$ cat config.mk
export PLATFORM = sky130hd
export DESIGN_NAME = pcs_power_control
export DESIGN_NICKNAME = d
export VERILOG_FILES = /design/src/hw/pcs_pkg.sv /design/src/hw/pcs_power_control.sv /design/src/hw/pcs_sync.sv
export SDC_FILE = /design/constraint.sdc
export NUM_CORES = 1
export LEC_CHECK = 0
export ABC_AREA = 1
export BUFFER_PORTS_ARGS = -buffer_cell sky130_fd_sc_hd__buf_2
export CAP_MARGIN = 30
export CORE_MARGIN = 4
export CORE_UTILIZATION = 51
export DETAILED_ROUTE_END_ITERATION = 6
export GPL_ROUTABILITY_DRIVEN = 0
export GPL_TIMING_DRIVEN = 0
export PLACE_DENSITY = 0.84
export SYNTH_ARGS = -nofsm -noshare
export SYNTH_HDL_FRONTEND = slang
export SYNTH_SLANG_ARGS = --single-unit
export TNS_END_PERCENT = 10
$ cat constraint.sdc
create_clock -name clk -period 2.85 [get_ports clk]
set_clock_uncertainty 0.1 [all_clocks]
set_input_delay 0.57 -clock clk [delete_from_list [all_inputs] [get_ports clk]]
set_output_delay 0.57 -clock clk [all_outputs]
set_load 0.1 [all_outputs]
$ cat src/hw/pcs_pkg.sv
// package: offsets, field positions, reset value and carrier types for the power control register
package pcs_pkg;
    localparam logic [7:0] POWER_CTRL_OFFSET = 8'h0A;
    localparam logic [7:0] POWER_CTRL_RESET  = 8'h7F;
    localparam logic [7:0] POWER_CTRL_USED   = 8'h4F;
    localparam int         CH_COUNT          = 3;
    localparam int         BIT_CH_FIRST      = 0;
    localparam int         BIT_PULSE_SKIP    = 3;
    localparam int         BIT_UVLO_SELECT   = 6;

    // register access request from the management interface
    typedef struct packed {
        logic       write;
        logic       read;
        logic [7:0] addr;
        logic [7:0] wdata;
    } pcs_req_s;

    // controls presented to the converters and the analog monitor
    typedef struct packed {
        logic [CH_COUNT-1:0] chanEnable;
        logic                pulseSkipSelect;
        logic                inputUndervoltageThresholdSelect;
    } pcs_ctrl_s;
endpackage

$ cat src/hw/pcs_power_control.sv
// power control register: channel select on enable rise, pulse skip and uvlo threshold
module pcs_power_control (
    input  wire logic                 clk,
    input  wire logic                 rst_n,
    input  wire logic                 enablePin,
    input  wire pcs_pkg::pcs_req_s    req,
    output logic [7:0]                rdata,
    output logic                      rvalid,
    output pcs_pkg::pcs_ctrl_s        ctrl
);
    // ************************************************************
    // reset release and pin synchronisation
    // ************************************************************
    logic rstMeta;
    logic rstMetaNext;
    logic rstSync;
    logic rstSyncNext;
    logic rstLocal_n;
    logic enSync;

    // release ripples in from the top; the first stage may go metastable,
    // so only the second stage feeds the rest of the block
    always_comb begin
        rstMetaNext = 1'b1;
        rstSyncNext = rstMeta;
    end

    // reset asserts at once, releases after two edges
    always_ff @(posedge clk or negedge rst_n) begin
        if (!rst_n) begin
            rstMeta <= 1'b0;
            rstSync <= 1'b0;
        end else begin
            rstMeta <= rstMetaNext;
            rstSync <= rstSyncNext;
        end
    end
    assign rstLocal_n = rstSync;

    pcs_sync uEnSync (
        .clk   (clk),
        .rst_n (rstLocal_n),
        .din   (enablePin),
        .dout  (enSync)
    );

    // ************************************************************
    // register file
    // ************************************************************
    function automatic logic hitsReg(input logic [7:0] a);
        return a == pcs_pkg::POWER_CTRL_OFFSET;
    endfunction

    logic [7:0]         powerControlReg;
    logic [7:0]         powerControlNext;
    logic [7:0]         rdataReg;
    logic [7:0]         rdataNext;
    logic               rvalidReg;
    logic               rvalidNext;

    // unused bits stored as written; they steer nothing, but software that
    // reads back after a write sees exactly what it wrote
    // a read in the same cycle as a write returns the old value
    always_comb begin
        powerControlNext = powerControlReg;
        rdataNext        = 8'h00;
        rvalidNext       = req.read;
        if (req.write && hitsReg(req.addr)) begin
            powerControlNext = req.wdata;
        end
        if (req.read && hitsReg(req.addr)) begin
            rdataNext = powerControlReg;
        end
    end

    always_ff @(posedge clk or negedge rstLocal_n) begin
        if (!rstLocal_n) begin
            powerControlReg <= pcs_pkg::POWER_CTRL_RESET;
            rdataReg        <= 8'h00;
            rvalidReg       <= 1'b0;
        end else begin
            powerControlReg <= powerControlNext;
            rdataReg        <= rdataNext;
            rvalidReg       <= rvalidNext;
        end
    end

    // ************************************************************
    // enable edge, channel latch and mode outputs
    // ************************************************************
    logic                         enPrevReg;
    logic                         enPrevNext;
    pcs_pkg::pcs_ctrl_s           ctrlReg;
    pcs_pkg::pcs_ctrl_s           ctrlNext;
    logic                         enRise;
    logic [pcs_pkg::CH_COUNT-1:0] selBits;
    logic                         skipBit;
    logic                         thresholdBit;

    // the edge detector resets low, matching the idle pin, so no false rise
    assign enRise = enSync && !enPrevReg;

    // field picks shared by the next-state logic and the assertions
    assign selBits      = powerControlReg[pcs_pkg::BIT_CH_FIRST +: pcs_pkg::CH_COUNT];
    assign skipBit      = powerControlReg[pcs_pkg::BIT_PULSE_SKIP];
    assign thresholdBit = powerControlReg[pcs_pkg::BIT_UVLO_SELECT];

    // channels latch on enable rise and drop when enable falls; a write while
    // the pin stays high waits for the next rise, so running rails never jump
    always_comb begin
        enPrevNext = enSync;
        ctrlNext   = ctrlReg;
        if (enRise) begin
            ctrlNext.chanEnable = selBits;
        end else if (!enSync) begin
            ctrlNext.chanEnable = '0;
        end
        ctrlNext.pulseSkipSelect                  = skipBit;
        ctrlNext.inputUndervoltageThresholdSelect = thresholdBit;
    end

    always_ff @(posedge clk or negedge rstLocal_n) begin
        if (!rstLocal_n) begin
            enPrevReg <= 1'b0;
            ctrlReg   <= '0;
        end else begin
            enPrevReg <= enPrevNext;
            ctrlReg   <= ctrlNext;
        end
    end

    assign rdata  = rdataReg;
    assign rvalid = rvalidReg;
    assign ctrl   = ctrlReg;

    // ************************************************************
    // assertions
    // ************************************************************
    // register contents after reset and after bus access
    a_reset_value: assert property (@(posedge clk)
        $rose(rstLocal_n) |-> powerControlReg == pcs_pkg::POWER_CTRL_RESET)
        else $error("register not at reset value");

    a_write_store: assert property (@(posedge clk) disable iff (!rstLocal_n)
        req.write && hitsReg(req.addr) |=> powerControlReg == $past(req.wdata))
        else $error("write not stored");

    a_other_addr: assert property (@(posedge clk) disable iff (!rstLocal_n)
        req.write && !hitsReg(req.addr) |=> $stable(powerControlReg))
        else $error("foreign write changed register");

    // read answer: one cycle late, zero when idle or unmapped
    a_read_back: assert property (@(posedge clk) disable iff (!rstLocal_n)
        req.read && hitsReg(req.addr) |=> rvalid && rdata == $past(powerControlReg))
        else $error("read data wrong");

    a_read_idle: assert property (@(posedge clk) disable iff (!rstLocal_n)
        !req.read |=> !rvalid && rdata == '0)
        else $error("read answer without request");

    a_read_unmapped: assert property (@(posedge clk) disable iff (!rstLocal_n)
        req.read && !hitsReg(req.addr) |=> rvalid && rdata == '0)
        else $error("unmapped read not zero");

    // channel enables: latch on rise, hold while high, clear when low
    a_chan_latch: assert property (@(posedge clk) disable iff (!rstLocal_n)
        enRise |=> ctrl.chanEnable == $past(selBits))
        else $error("channel enables wrong after rise");

    a_chan_hold: assert property (@(posedge clk) disable iff (!rstLocal_n)
        enSync && !enRise |=> $stable(ctrl.chanEnable))
        else $error("channel enables moved while pin high");

    a_chan_off: assert property (@(posedge clk) disable iff (!rstLocal_n)
        enRise && !selBits[0] |=> !ctrl.chanEnable[0] [*2])
        else $error("deselected channel enabled");

    a_chan_clear: assert property (@(posedge clk) disable iff (!rstLocal_n)
        !enSync |=> ctrl.chanEnable == '0)
        else $error("channels on with pin low");

    // mode copies; the first cycle after release still shows the reset zeros
    a_pulse_skip: assert property (@(posedge clk) disable iff (!rstLocal_n)
        $past(rstLocal_n) |-> ctrl.pulseSkipSelect == $past(skipBit))
        else $error("pulse skip mismatch");

    a_threshold_select: assert property (@(posedge clk) disable iff (!rstLocal_n)
        $past(rstLocal_n) |-> ctrl.inputUndervoltageThresholdSelect == $past(thresholdBit))
        else $error("threshold select mismatch");

    // main scenarios
    c_rise_all: cover property (@(posedge clk) disable iff (!rstLocal_n)
        enRise && selBits == 3'h7);
    c_rise_part: cover property (@(posedge clk) disable iff (!rstLocal_n)
        enRise && selBits == 3'h2);
    c_write_read: cover property (@(posedge clk) disable iff (!rstLocal_n)
        req.write && hitsReg(req.addr) ##1 req.read && hitsReg(req.addr));
    c_skip_off: cover property (@(posedge clk) disable iff (!rstLocal_n)
        $past(rstLocal_n) && !ctrl.pulseSkipSelect);
    c_threshold_low: cover property (@(posedge clk) disable iff (!rstLocal_n)
        $past(rstLocal_n) && !ctrl.inputUndervoltageThresholdSelect);
endmodule

$ cat src/hw/pcs_sync.sv
// two-flop synchroniser for a level arriving from outside the clock domain
module pcs_sync (
    input  wire logic clk,
    input  wire logic rst_n,
    input  wire logic din,
    output logic      dout
);
    logic stage1Reg;
    logic stage1Next;
    logic stage2Reg;
    logic stage2Next;

    // first stage is read only by the second
    always_comb begin
        stage1Next = din;
        stage2Next = stage1Reg;
    end

    always_ff @(posedge clk or negedge rst_n) begin
        if (!rst_n) begin
            stage1Reg <= 1'b0;
            stage2Reg <= 1'b0;
        end else begin
            stage1Reg <= stage1Next;
            stage2Reg <= stage2Next;
        end
    end

    assign dout = stage2Reg;
endmodule

== Word level (Yosys, flattened, before mapping) ==
Cells that the tools add are included.
W data, S select, Z words.

* Reductions and logical operators: 4
* Mux-type cells: 3
* Eq/ne operators: 2

{| class="wikitable"
|+ Operators with widths
! kind !! count
|-
| $eq A8 B4 Y1 const B || 1
|-
| $mux W8 || 1
|-
| $mux W3 || 2
|-
| $logic_and A1 B1 Y1 || 3
|-
| $ne A2 B2 Y1 const B || 1
|-
| $logic_not A1 Y1 || 1
|}

* Flip-flop bits (word level): 27

== Longest topological paths before layout ==
Gate-level depths: netlist of the first run.

* Word-level depth: 3
* Gate-level depth with buffers: 6
* Depth with buffers taken out: 6

== Modules after synthesis ==
A second synthesis of the first run with hierarchy kept.

* Cell total of the unflattened synthesis: 92
* Area, all modules: 1,028.5 um^2

{| class="wikitable"
|+ By module, submodules not included
! module !! seq. area each (um^2) !! times used !! cells each !! area an instance (um^2)
|-
| pcs_power_control || 634.4 || 1 || 90 || 978.4
|-
| pcs_sync || 50.0 || 1 || 2 || 50.0
|}

== Worst setup path before layout of the first run ==
OpenSTA, ideal clock, no wires.

* Path type: register to output
* Start: register ctrlReg, in the netlist ctrl[2]
* End: output ctrl[2] (netlist name)
* Arrival time: 898 ps
* Stages on the path, launching flop included: 1
* Setup slack: 1,282 ps
* Data required time: 2,180 ps
* Cell sequence: dfrtp_1

{| class="wikitable"
|+ RTL lines
! element !! RTL line !! text
|-
| start, declared || pcs_power_control.sv:93 || <nowiki>pcs_pkg::pcs_ctrl_s ctrlReg;</nowiki>
|-
| start signal, assigned || pcs_power_control.sv:128 || <nowiki>ctrlReg <= ctrlNext;</nowiki>
|-
| end, declared || pcs_power_control.sv:9 || <nowiki>output pcs_pkg::pcs_ctrl_s ctrl</nowiki>
|}

No word-level cell between the ends.

== Worst setup path after layout of the first run ==
* Start: register ctrlReg, in the netlist ctrl[2]
* End: output ctrl[2] (netlist name)

No word-level cell between the ends.

==> results of run 1 <==
metrics by stage:
step / utilization, % / hold WS, ns / cells
2_1_floorplan: - / 0.1744 / 92
3_3_place_gp: 67.29 / 0.2337 / 150
3_5_place_dp: 67.29 / 0.2449 / 150
4_1_cts: 69.35 / 0.2533 / 155
5_1_grt: 69.35 / 0.2370 / 155
6_report: 69.35 / 0.2633 / 155
registers in the layout (all words and copies together) (netlist names):
name and flops:
rstMeta 1, uEnSync.stage1Reg 1, rvalid 1, rdata 8, uEnSync.dout 1, enPrevReg 1
powerControlReg 8, ctrl 5, rstLocal_n 1
what timing repair did:
action / CTS / global route
resized for setup: 0 / 0
hold buffers: 1 / 0
endpoints found under the hold margin: 2 / 0
cell type report:
type / instances / share of cell area, %
Inverter: 13 / 3.865
Timing Repair Buffer: 34 / 13.88
Tap cell: 25 / 2.478
Clock buffer: 3 / 1.784
Sequential cell: 27 / 54.21
Multi-Input combinational cell: 51 / 22.99
Buffer: 1 / 0.3964
Clock inverter: 1 / 0.3964
kinds of logic after synthesis:
logic type / count (synthesis) / synth area share, %
DFF: 27 / 66.55
buffers and inverters: 14 / 5.231
other: 1 / 0.3646
and+or+nand+nor: 47 / 26.40
AOI/OAI and AO/OA: 3 / 1.459
routing by layer:
metal,global-route usage (%),share of wire (%),vias up
met1,18.22,42,313
li1,-,-,351
met2,22.11,50,24
met5,0,0,-
met3,2.817,6.8,2
met4,6.383,1.2,0
cells in the mapped netlist:
master / instances
sky130_fd_sc_hd__nor2_8: 1
sky130_fd_sc_hd__inv_1: 13
sky130_fd_sc_hd__nand2_1: 19
sky130_fd_sc_hd__nor2_4: 1
sky130_fd_sc_hd__conb_1: 1
sky130_fd_sc_hd__nand2_4: 1
sky130_fd_sc_hd__nand3_1: 11
sky130_fd_sc_hd__nand2_8: 1
sky130_fd_sc_hd__dfrtp_1: 20
sky130_fd_sc_hd__o21ai_0: 3
sky130_fd_sc_hd__nand2_2: 1
sky130_fd_sc_hd__dfstp_2: 7
sky130_fd_sc_hd__nor2_1: 1
sky130_fd_sc_hd__nor2_2: 10
sky130_fd_sc_hd__buf_2: 1
sky130_fd_sc_hd__nand3_2: 1
power by group through the flow:
stage	sequential (mW)	combinational [mW]	clock, mW
2_1_floorplan	0.437	0.0171	0
3_3_place_gp	0.417	0.0581	0
3_5_place_dp	0.418	0.0595	0
4_1_cts	0.412	0.0606	0.156
5_1_grt	0.414	0.0651	0.181
6_report	0.411	0.0601	0.153
how the worst min path moves through the flow:
stage                     cells after the start              start  slack [ns]                 to
after global placement                        0  uEnSync.stage1Reg        0.23       uEnSync.dout
after detailed placement                      0  uEnSync.stage1Reg        0.24       uEnSync.dout
final                                         1          enablePin        0.26  uEnSync.stage1Reg
after global routing                          1          enablePin        0.24  uEnSync.stage1Reg
after floorplan                               0              rst_n        0.17         rstLocal_n
after CTS                                     1          enablePin        0.25  uEnSync.stage1Reg
==> metrics.txt, run 1 <==
# TYPE chip_impl_metric gauge
chip_impl_metric{name="powerDensity",unit="mW/mm^2"} 494.4
chip_impl_metric{name="total_gr_overflow",unit=""} 0
chip_impl_info{name="master_cell_of_the_clock_root_buffer",value="sky130_fd_sc_hd__clkbuf_4"} 1
chip_impl_metric{name="ys_seq_elements",unit=""} 27
chip_impl_metric{name="final_antenna_net_count",unit=""} 0
chip_impl_info{name="synth_area_leaders",value="sky130_fd_sc_hd__dfrtp_1, sky130_fd_sc_hd__dfstp_2, sky130_fd_sc_hd__nand2_1"} 1
chip_impl_metric{name="chipHeight",unit="um"} 52.91
chip_impl_metric{name="numCtsBuffers",unit=""} 3
chip_impl_metric{name="critical_path_depth",unit=""} 1
chip_impl_metric{name="io-pin-count",unit=""} 35
chip_impl_metric{name="total_power",unit="mW"} 0.6241
chip_impl_info{name="critical_path.cell_chain",value="buf_2"} 1
chip_impl_info{name="grt_setup_unrepaired",value="no"} 1
chip_impl_metric{name="timing.critical_path.arrival",unit="ns"} 1.10
chip_impl_metric{name="clock.fmax",unit="MHz"} 565.8
chip_impl_metric{name="syn-instance-count",unit=""} 92
chip_impl_metric{name="aggregate_global_route_resource_usage",unit="%"} 13.91
chip_impl_metric{name="p_leak",unit="nW"} 0.6873
chip_impl_metric{name="postPlaceCellArea",unit="sq mm"} 0.001225
chip_impl_metric{name="layout.area.seq",unit="sq um"} 684.4
chip_impl_info{name="tritoncts",value="done"} 1
chip_impl_metric{name="max_cap_viol_count",unit=""} 0
chip_impl_info{name="timing.setup.critical_path_class",value="reg2out"} 1
chip_impl_metric{name="n_antenna_cell",unit=""} 0
chip_impl_metric{name="dp.final_hpwl",unit="um"} 1289
chip_impl_info{name="mostFrequentLayoutCells",value="sky130_fd_sc_hd__buf_2, sky130_fd_sc_hd__dfrtp_1, sky130_fd_sc_hd__nand2_1, sky130_fd_sc_hd__inv_1, sky130_fd_sc_hd__nand3_1"} 1
chip_impl_metric{name="final_nets",unit=""} 152
chip_impl_metric{name="postLayoutCellArea",unit="sq mm"} 0.001262
chip_impl_metric{name="post_cts_setup_repair_buffer_count",unit=""} 0
chip_impl_info{name="critPathCapture",value="ctrl[2]"} 1
chip_impl_metric{name="die_w",unit="um"} 52.91
chip_impl_metric{name="nFillCells",unit=""} 160
chip_impl_metric{name="postSynthNetCount",unit=""} 113
chip_impl_info{name="synth_top_cell_by_area",value="sky130_fd_sc_hd__dfrtp_1"} 1
chip_impl_metric{name="timing.reg2reg.worst_path_depth",unit=""} 0
chip_impl_metric{name="timing.final.crit_period",unit="ns"} 1.768
chip_impl_metric{name="synth_top_cell_area_share",unit="%"} 48.66
chip_impl_metric{name="vdd_drop_max",unit="mV"} 0.2617
chip_impl_metric{name="wire_per_inst",unit="um"} 10.32
chip_impl_metric{name="grt_antenna_before_repair",unit=""} 0
chip_impl_info{name="rr_startpoint",value="rstLocal_n"} 1
chip_impl_metric{name="tritoncts_num_sinks",unit=""} 27
chip_impl_metric{name="fp.dieArea",unit="sq mm"} 0.002799
chip_impl_metric{name="final-max-slew-violation-count",unit=""} 0
chip_impl_metric{name="synth.yosys.seq_area_share",unit="%"} 66.55
chip_impl_metric{name="final.period_utilization",unit="%"} 62.02
chip_impl_metric{name="syn_area_per_cell",unit="sq um"} 11.18
chip_impl_metric{name="timing.critical_path.required",unit="ns"} 2.18
chip_impl_info{name="final_common_cell",value="sky130_fd_sc_hd__buf_2"} 1
chip_impl_metric{name="route.detailed.drc",unit=""} 0
chip_impl_metric{name="final.setup.tns",unit="ns"} 0
chip_impl_metric{name="clock_insertion_delay_worst_skew",unit="ns"} 0.31
chip_impl_info{name="status",value="finished, final reports clean"} 1
chip_impl_metric{name="grt_pass1_wl",unit="um"} 2794
chip_impl_metric{name="power_frac_seq",unit="%"} 65.8
chip_impl_metric{name="max_stage_delay",unit="ns"} 0.43
chip_impl_metric{name="cts-root-to-sink-buffers",unit=""} 2
chip_impl_metric{name="finalHoldViolCount",unit=""} 0
chip_impl_info{name="end_kind",value="primary output"} 1
chip_impl_metric{name="area.growth.synth_to_final",unit="%"} 22.75
chip_impl_metric{name="dr_total_vias",unit=""} 690
chip_impl_metric{name="core-area",unit="sq mm"} 0.001821
chip_impl_info{name="regToRegEndpoint",value="rdata[1]"} 1
chip_impl_info{name="holdCritPathClass",value="in2reg"} 1
chip_impl_metric{name="drt-total-wl",unit="um"} 1600
chip_impl_info{name="crit_start",value="ctrl[2]"} 1
chip_impl_info{name="worstSetupStartpointType",value="flop"} 1
chip_impl_metric{name="p_sw_share",unit="%"} 24.82
chip_impl_metric{name="rrSetupSlack",unit="ns"} 1.81
chip_impl_metric{name="avgViaCountPerCell",unit=""} 4.452
chip_impl_metric{name="multi_input_gate_area",unit="sq um"} 290.3
chip_impl_metric{name="final_worst_setup_slack",unit="ns"} 1.082
chip_impl_metric{name="worst-slew-pin-transition",unit="ns"} 0.9127
chip_impl_metric{name="worst-path-max-fanout",unit=""} 2
chip_impl_info{name="path_delay_family",value="buffers and inverters"} 1
chip_impl_metric{name="synth.cell_area",unit="sq mm"} 0.001028
chip_impl_metric{name="net-switching-power",unit="mW"} 0.1549
chip_impl_metric{name="cts.htree.levels",unit=""} 1
chip_impl_metric{name="port_buffers",unit=""} 33
chip_impl_metric{name="drt_iter0_markers",unit=""} 8
chip_impl_metric{name="std_cell_rows",unit=""} 15
chip_impl_metric{name="dpl_worst_slack",unit="ns"} 1.375
chip_impl_metric{name="power_report.internal_total",unit="mW"} 0.4692
chip_impl_metric{name="detailedRoute.firstPassIterationCount",unit=""} 4
chip_impl_metric{name="crit_buf_inv",unit=""} 1
chip_impl_metric{name="number_of_global_route_vias_before_repair",unit=""} 658
chip_impl_metric{name="synth_cell_type_count",unit=""} 16
chip_impl_metric{name="worst_slew_margin_rel",unit="%"} 39.15
chip_impl_metric{name="clockPowerShare",unit="%"} 24.5
chip_impl_metric{name="p_comb_share",unit="%"} 9.6
chip_impl_metric{name="floorplan.initialDensity",unit="%"} 56.49
chip_impl_metric{name="clk_pin_slew",unit="ns"} 0.12
chip_impl_metric{name="finalSetupViolations",unit=""} 0
chip_impl_info{name="crit_slowest_cell",value="sky130_fd_sc_hd__buf_2"} 1
chip_impl_metric{name="post_route_cells_drive_above_1_share",unit="%"} 46.92
chip_impl_metric{name="grt_max_degree",unit=""} 26
chip_impl_metric{name="yosysWarnings",unit=""} 0
(Power assumes the default switching activity.)
==> inputs of run 2 (changes only) <==
ABC_AREA = 0   (was 1)
CORE_UTILIZATION = 46   (was 51)
PLACE_DENSITY = 0.78   (was 0.84)
clock period = 1.8 ns   (was 2.85 ns; I/O delays follow)
==> metrics.txt, run 2 <==
# TYPE chip_impl_metric gauge
chip_impl_info{name="worstSetupStartpointType",value="flop"} 1
chip_impl_metric{name="drt-total-wl",unit="um"} 1460
chip_impl_metric{name="timing.critical_path.arrival",unit="ns"} 1.11
chip_impl_info{name="master_cell_of_the_clock_root_buffer",value="sky130_fd_sc_hd__clkbuf_4"} 1
chip_impl_metric{name="max_stage_delay",unit="ns"} 0.43
chip_impl_metric{name="timing.critical_path.required",unit="ns"} 1.34
chip_impl_metric{name="tritoncts_num_sinks",unit=""} 27
chip_impl_info{name="regToRegEndpoint",value="rdata[1]"} 1
chip_impl_metric{name="finalSetupViolations",unit=""} 0
chip_impl_metric{name="max_cap_viol_count",unit=""} 0
chip_impl_metric{name="detailedRoute.firstPassIterationCount",unit=""} 5
chip_impl_metric{name="total_power",unit="mW"} 0.9814
chip_impl_metric{name="dp.final_hpwl",unit="um"} 1116
chip_impl_metric{name="route.detailed.drc",unit=""} 0
chip_impl_metric{name="die_w",unit="um"} 53.11
chip_impl_metric{name="grt_max_degree",unit=""} 26
chip_impl_metric{name="synth.yosys.seq_area_share",unit="%"} 73.13
chip_impl_metric{name="vdd_drop_max",unit="mV"} 0.6090
chip_impl_info{name="tritoncts",value="done"} 1
chip_impl_metric{name="p_leak",unit="nW"} 0.6174
chip_impl_metric{name="worst-path-max-fanout",unit=""} 2
chip_impl_metric{name="io-pin-count",unit=""} 35
chip_impl_metric{name="min_path_cells",unit=""} 1
chip_impl_metric{name="timing.final.crit_period",unit="ns"} 1.565
chip_impl_metric{name="rrSetupSlack",unit="ns"} 0.74
chip_impl_metric{name="floorplan.initialDensity",unit="%"} 48.20
chip_impl_metric{name="final.period_utilization",unit="%"} 86.95
chip_impl_metric{name="yosysWarnings",unit=""} 0
chip_impl_metric{name="syn-instance-count",unit=""} 54
chip_impl_metric{name="aggregate_global_route_resource_usage",unit="%"} 11.49
chip_impl_metric{name="final.setup.tns",unit="ns"} 0
chip_impl_info{name="critical_path.cell_chain",value="buf_2"} 1
chip_impl_metric{name="n_antenna_cell",unit=""} 0
chip_impl_metric{name="cts-root-to-sink-buffers",unit=""} 2
chip_impl_metric{name="port_buffers",unit=""} 34
chip_impl_metric{name="ys_seq_elements",unit=""} 27
chip_impl_metric{name="core-area",unit="sq mm"} 0.001942
chip_impl_metric{name="hold_ws",unit="ns"} 0.04470
chip_impl_info{name="min_to",value="uEnSync.stage1Reg"} 1
chip_impl_metric{name="crit_buf_inv",unit=""} 1
chip_impl_metric{name="post_route_cells_drive_above_1_share",unit="%"} 60.22
chip_impl_metric{name="final_nets",unit=""} 115
chip_impl_metric{name="numCtsBuffers",unit=""} 3
chip_impl_metric{name="synth.cell_area",unit="sq um"} 935.9
chip_impl_info{name="status",value="finished, final reports clean"} 1
chip_impl_metric{name="synth_cell_type_count",unit=""} 11
chip_impl_info{name="synth.top_cells.by_count",value="sky130_fd_sc_hd__dfrtp_1, sky130_fd_sc_hd__and2_1, sky130_fd_sc_hd__mux2_2"} 1
chip_impl_metric{name="clk_pin_slew",unit="ns"} 0.13
chip_impl_info{name="mostFrequentLayoutCells",value="sky130_fd_sc_hd__buf_2, sky130_fd_sc_hd__dfrtp_1, sky130_fd_sc_hd__and2_1, sky130_fd_sc_hd__mux2_2, sky130_fd_sc_hd__dfstp_2"} 1
chip_impl_metric{name="clock_insertion_delay_worst_skew",unit="ns"} 0.31
chip_impl_info{name="crit_slowest_cell",value="sky130_fd_sc_hd__buf_2"} 1
chip_impl_info{name="grt_setup_unrepaired",value="no"} 1
chip_impl_metric{name="worst-slew-pin-transition",unit="ns"} 0.9365
chip_impl_info{name="path_delay_family",value="buffers and inverters"} 1
chip_impl_info{name="ys_dominant_reg_cell",value="sky130_fd_sc_hd__dfrtp_1"} 1
chip_impl_metric{name="nFillCells",unit=""} 171
chip_impl_metric{name="dr_total_vias",unit=""} 544
chip_impl_metric{name="drt_iter0_markers",unit=""} 2
chip_impl_info{name="holdCritPathClass",value="in2reg"} 1
chip_impl_metric{name="asyncSetResetFlopFracSynth",unit="%"} 100.0
chip_impl_metric{name="avgViaCountPerCell",unit=""} 4.533
chip_impl_info{name="rr_startpoint",value="rstLocal_n"} 1
chip_impl_metric{name="clock.fmax",unit="MHz"} 638.9
chip_impl_info{name="synth_area_leaders",value="sky130_fd_sc_hd__dfrtp_1, sky130_fd_sc_hd__dfstp_2, sky130_fd_sc_hd__mux2_2"} 1
chip_impl_metric{name="final_antenna_net_count",unit=""} 0
chip_impl_metric{name="final-max-slew-violation-count",unit=""} 0
chip_impl_info{name="end_kind",value="primary output"} 1
chip_impl_metric{name="number_of_global_route_vias_before_repair",unit=""} 560
chip_impl_metric{name="timing.reg2reg.worst_path_depth",unit=""} 0
chip_impl_metric{name="postSynthNetCount",unit=""} 75
chip_impl_metric{name="post_cts_setup_repair_buffer_count",unit=""} 0
chip_impl_metric{name="powerDensity",unit="mW/mm^2"} 834.4
chip_impl_info{name="final_common_cell",value="sky130_fd_sc_hd__buf_2"} 1
chip_impl_info{name="min-delay-start",value="enablePin"} 1
chip_impl_metric{name="finalHoldViolCount",unit=""} 0
chip_impl_metric{name="synth_top_cell_area_share",unit="%"} 53.48
chip_impl_metric{name="grt_pass1_wl",unit="um"} 2332
chip_impl_metric{name="area.growth.synth_to_final",unit="%"} 25.67
chip_impl_info{name="yosysMostFrequentCell",value="sky130_fd_sc_hd__dfrtp_1"} 1
chip_impl_info{name="timing.setup.critical_path_class",value="reg2out"} 1
chip_impl_metric{name="synth-edff-count",unit=""} 0
chip_impl_metric{name="wire_per_inst",unit="um"} 12.17
chip_impl_info{name="synth_top_cell_by_area",value="sky130_fd_sc_hd__dfrtp_1"} 1
chip_impl_metric{name="fp.dieArea",unit="sq mm"} 0.002820
chip_impl_metric{name="chipHeight",unit="um"} 53.11
chip_impl_metric{name="syn_area_per_cell",unit="sq um"} 17.33
chip_impl_metric{name="cts.htree.levels",unit=""} 1
chip_impl_metric{name="total_gr_overflow",unit=""} 0
chip_impl_metric{name="worst_slew_margin_rel",unit="%"} 37.57
chip_impl_metric{name="grt_antenna_before_repair",unit=""} 0
chip_impl_metric{name="layout.core_utilization",unit="%"} 60.57
chip_impl_metric{name="std_cell_rows",unit=""} 16
==> run 2: how the worst max path moves through the flow <==
stage / to / cells after the start / startpoint / slack [ns]
floorplan: ctrl[2] / 0 / ctrl[2] / 0.44
global placement: powerControlReg[7] / 4 / req[13] / 0.30
detailed placement: powerControlReg[7] / 4 / req[13] / 0.28
CTS: ctrl[2] / 1 / ctrl[2] / 0.21
global route: ctrl[4] / 1 / ctrl[4] / 0.18
finish: ctrl[4] / 1 / ctrl[4] / 0.23
==> run 2: kinds of logic (layout without fill, tap and decap cells) <==
family,after synthesis,in the layout,share of synthesized area (%)
AND/OR/NAND/NOR,15,15,13.64
other,1,1,0.4007
flip-flops,27,27,73.13
multiplexers,11,11,12.83
buffers and inverters,0,39,0
==> run 2: cell type report <==
cell class,count,area [sq um],area share [%]
well taps,27,33.78,2.872
multi-input cells,27,251.5,21.38
repair buffers,35,180.2,15.32
flip-flops and latches,27,684.4,58.19
clock buffers,4,26.28,2.234
==> run 2: what timing repair did <==
action	4_1_cts	5_1_grt
gates resized for setup	0	0
hold buffers	1	0
endpoints found under the hold margin	2	0
==> run 2: power breakdown <==
group / switching [mW] / internal, mW / total, mW
clock network: 0.163 / 0.0864 / 0.250
logic: 0.0502 / 0.0315 / 0.0817
registers: 0.0190 / 0.631 / 0.650
==> run 2: per-stage QoR <==
step / area [sq um] / instances / setup slack (ns)
2_1_floorplan: 935.9 / 54 / 0.4427
3_3_place_gp: 1140 / 115 / 0.3034
3_5_place_dp: 1140 / 115 / 0.2831
4_1_cts: 1176 / 120 / 0.2087
5_1_grt: 1176 / 120 / 0.1824
6_report: 1176 / 120 / 0.2349
==> run 2: routing by layer <==
metal	global-route usage, %	routed length, um	vias to the layer above
met3	1.690	66	2
met2	21.49	875	12
met4	5.106	14	0
met1	12.66	504	273
li1	-	-	257
met5	0	0	-
==> inputs of run 3 (changes only) <==
CELL_PAD_IN_SITES_DETAIL_PLACEMENT = 0   (was default)
CELL_PAD_IN_SITES_GLOBAL_PLACEMENT = 1   (was default)
CORE_UTILIZATION = 37   (was 46)
clock period = 1.7 ns   (was 1.8 ns; I/O delays follow)
==> metrics.txt, run 3 (synthesis results as in run 2) <==
# TYPE chip_impl_metric gauge
chip_impl_metric{name="final_nets",unit=""} 118
chip_impl_metric{name="timing.critical_path.arrival",unit="ns"} 1.11
chip_impl_metric{name="crit_buf_inv",unit=""} 1
chip_impl_metric{name="p_comb_share",unit="%"} 10.0
chip_impl_metric{name="wire_per_inst",unit="um"} 12.67
chip_impl_metric{name="aggregate_global_route_resource_usage",unit="%"} 10.45
chip_impl_metric{name="timing.critical_path.required",unit="ns"} 1.26
chip_impl_info{name="end_kind",value="primary output"} 1
chip_impl_metric{name="post_cts_setup_repair_buffer_count",unit=""} 0
chip_impl_metric{name="total_power",unit="mW"} 1.054
chip_impl_metric{name="number_of_global_route_vias_before_repair",unit=""} 602
chip_impl_metric{name="worst-path-max-fanout",unit=""} 2
chip_impl_metric{name="port_buffers",unit=""} 34
chip_impl_metric{name="finalHoldViolCount",unit=""} 0
chip_impl_metric{name="numCtsBuffers",unit=""} 3
chip_impl_info{name="grt_setup_unrepaired",value="no"} 1
chip_impl_metric{name="area.growth.synth_to_final",unit="%"} 30.88
chip_impl_metric{name="power_report.internal_total",unit="mW"} 0.8030
chip_impl_metric{name="drt-total-wl",unit="um"} 1571
chip_impl_metric{name="io-pin-count",unit=""} 35
chip_impl_metric{name="fp.dieArea",unit="sq mm"} 0.003398
chip_impl_metric{name="final.setup.tns",unit="ns"} 0
chip_impl_metric{name="p_leak",unit="nW"} 0.6384
chip_impl_metric{name="timing.final.crit_period",unit="ns"} 1.555
chip_impl_metric{name="grt_max_degree",unit=""} 26
chip_impl_metric{name="avgViaCountPerCell",unit=""} 4.516
chip_impl_metric{name="clockPowerShare",unit="%"} 25.3
chip_impl_metric{name="power_frac_seq",unit="%"} 64.7
chip_impl_metric{name="final_antenna_net_count",unit=""} 0
chip_impl_info{name="tritoncts",value="done"} 1
chip_impl_metric{name="post_cts.resized_instances",unit=""} 0
chip_impl_metric{name="max_cap_viol_count",unit=""} 0
chip_impl_metric{name="final-max-slew-violation-count",unit=""} 0
chip_impl_metric{name="powerDensity",unit="mW/mm^2"} 860.1
chip_impl_info{name="worstSetupStartpointType",value="flop"} 1
chip_impl_metric{name="std_cell_rows",unit=""} 17
chip_impl_metric{name="die_w",unit="um"} 58.30
chip_impl_metric{name="detailedRoute.firstPassIterationCount",unit=""} 1
chip_impl_metric{name="grt_pass1_wl",unit="um"} 2601
chip_impl_metric{name="total_gr_overflow",unit=""} 0
chip_impl_info{name="critical_path.cell_chain",value="buf_2"} 1
chip_impl_metric{name="tritoncts_num_sinks",unit=""} 27
chip_impl_info{name="crit_slowest_cell",value="sky130_fd_sc_hd__buf_2"} 1
chip_impl_info{name="status",value="finished, final reports clean"} 1
chip_impl_metric{name="clock.fmax",unit="MHz"} 643.3
chip_impl_metric{name="drt_iter0_markers",unit=""} 0
chip_impl_metric{name="layout.core_utilization",unit="%"} 52.83
chip_impl_info{name="final_common_cell",value="sky130_fd_sc_hd__buf_2"} 1
chip_impl_metric{name="max_stage_delay",unit="ns"} 0.43
chip_impl_metric{name="route.detailed.drc",unit=""} 0
chip_impl_metric{name="clock_insertion_delay_worst_skew",unit="ns"} 0.32
chip_impl_info{name="mostFrequentLayoutCells",value="sky130_fd_sc_hd__buf_2, sky130_fd_sc_hd__dfrtp_1, sky130_fd_sc_hd__and2_1, sky130_fd_sc_hd__mux2_2, sky130_fd_sc_hd__dfstp_2"} 1
chip_impl_info{name="timing.setup.critical_path_class",value="reg2out"} 1
chip_impl_metric{name="floorplan.initialDensity",unit="%"} 40.37
chip_impl_metric{name="net-switching-power",unit="mW"} 0.2506
chip_impl_metric{name="nFillCells",unit=""} 193
chip_impl_metric{name="core-area",unit="sq mm"} 0.002318
chip_impl_metric{name="clk_pin_slew",unit="ns"} 0.14
chip_impl_metric{name="post_route_cells_drive_above_1_share",unit="%"} 59.38
chip_impl_metric{name="final.period_utilization",unit="%"} 91.44
chip_impl_metric{name="chipHeight",unit="um"} 58.30
chip_impl_metric{name="vdd_drop_max",unit="mV"} 0.5840
chip_impl_metric{name="cts-root-to-sink-buffers",unit=""} 2
chip_impl_metric{name="cts.htree.levels",unit=""} 1
chip_impl_metric{name="finalSetupViolations",unit=""} 0
chip_impl_metric{name="n_antenna_cell",unit=""} 0
chip_impl_metric{name="p_sw_share",unit="%"} 23.79
chip_impl_metric{name="grt_antenna_before_repair",unit=""} 0
chip_impl_info{name="master_cell_of_the_clock_root_buffer",value="sky130_fd_sc_hd__clkbuf_4"} 1
chip_impl_metric{name="dr_total_vias",unit=""} 560
chip_impl_info{name="path_delay_family",value="buffers and inverters"} 1
chip_impl_info{name="holdCritPathClass",value="reg2async"} 1
-- run 3: cell types whose count changed in the layout (fill, tap and decap cells not counted) --
cell	previous run	this run
sky130_fd_sc_hd__dlygate4sd3_1	1	3
sky130_fd_sc_hd__buf_16	0	1
-- run 3: area by class of cell --
type	instances	area [sq um]	area share (%)
Sequential cell	27	684.4	55.87
Multi-Input combinational cell	27	251.5	20.53
Timing Repair Buffer	38	227.7	18.59
Tap cell	28	35.03	2.860
Clock buffer	4	26.28	2.145
-- run 3: final timing paths --
path,start,endpoint,slack (ns),cells past startpoint
setup / recovery,ctrl[2],ctrl[2],0.15,1
hold reg to reg,rstLocal_n,uEnSync.stage1Reg,0.02,0
max in group asynchronous,rstLocal_n,powerControlReg[6],1.00,1
setup reg to reg,powerControlReg[0],ctrl[2],0.78,2
hold / removal,rstLocal_n,uEnSync.stage1Reg,0.02,0
min in group clk,req[7],powerControlReg[7],0.14,2
-- run 3: per-layer routing --
layer	vias up	track usage [%]	routed length [um]
met5	-	0	0
met4	0	6.954	40
met3	5	3.070	155
met2	28	18.34	800
met1	263	10.64	573
li1	264	-	-
-- run 3: what timing repair did --
item	CTS	global route
hold endpoints to repair	2	2
setup endpoints to repair	0	0
hold buffers	1	2
-- run 3: power by group through the flow --
| stage | combinational [mW] | sequential [mW] | clock (mW) |
|---|---|---|---|
| 2_1_floorplan | 0.0166 | 0.732 | 0 |
| 3_3_place_gp | 0.0850 | 0.700 | 0 |
| 3_5_place_dp | 0.0867 | 0.701 | 0 |
| 4_1_cts | 0.0884 | 0.690 | 0.282 |
| 5_1_grt | 0.113 | 0.685 | 0.309 |
| 6_report | 0.106 | 0.682 | 0.266 |
-- run 3: metrics by stage --
step	hold WS [ns]	cell area (sq um)	instances	setup slack (ns)
5_1_grt	0.04834	1225	124	0.06952
6_report	0.01834	1225	124	0.1454
3_3_place_gp	0.02554	1141	116	0.2133
3_5_place_dp	0.02641	1141	116	0.2060
2_1_floorplan	-0.05559	935.9	54	0.3449
4_1_cts	0.003535	1177	121	0.1204
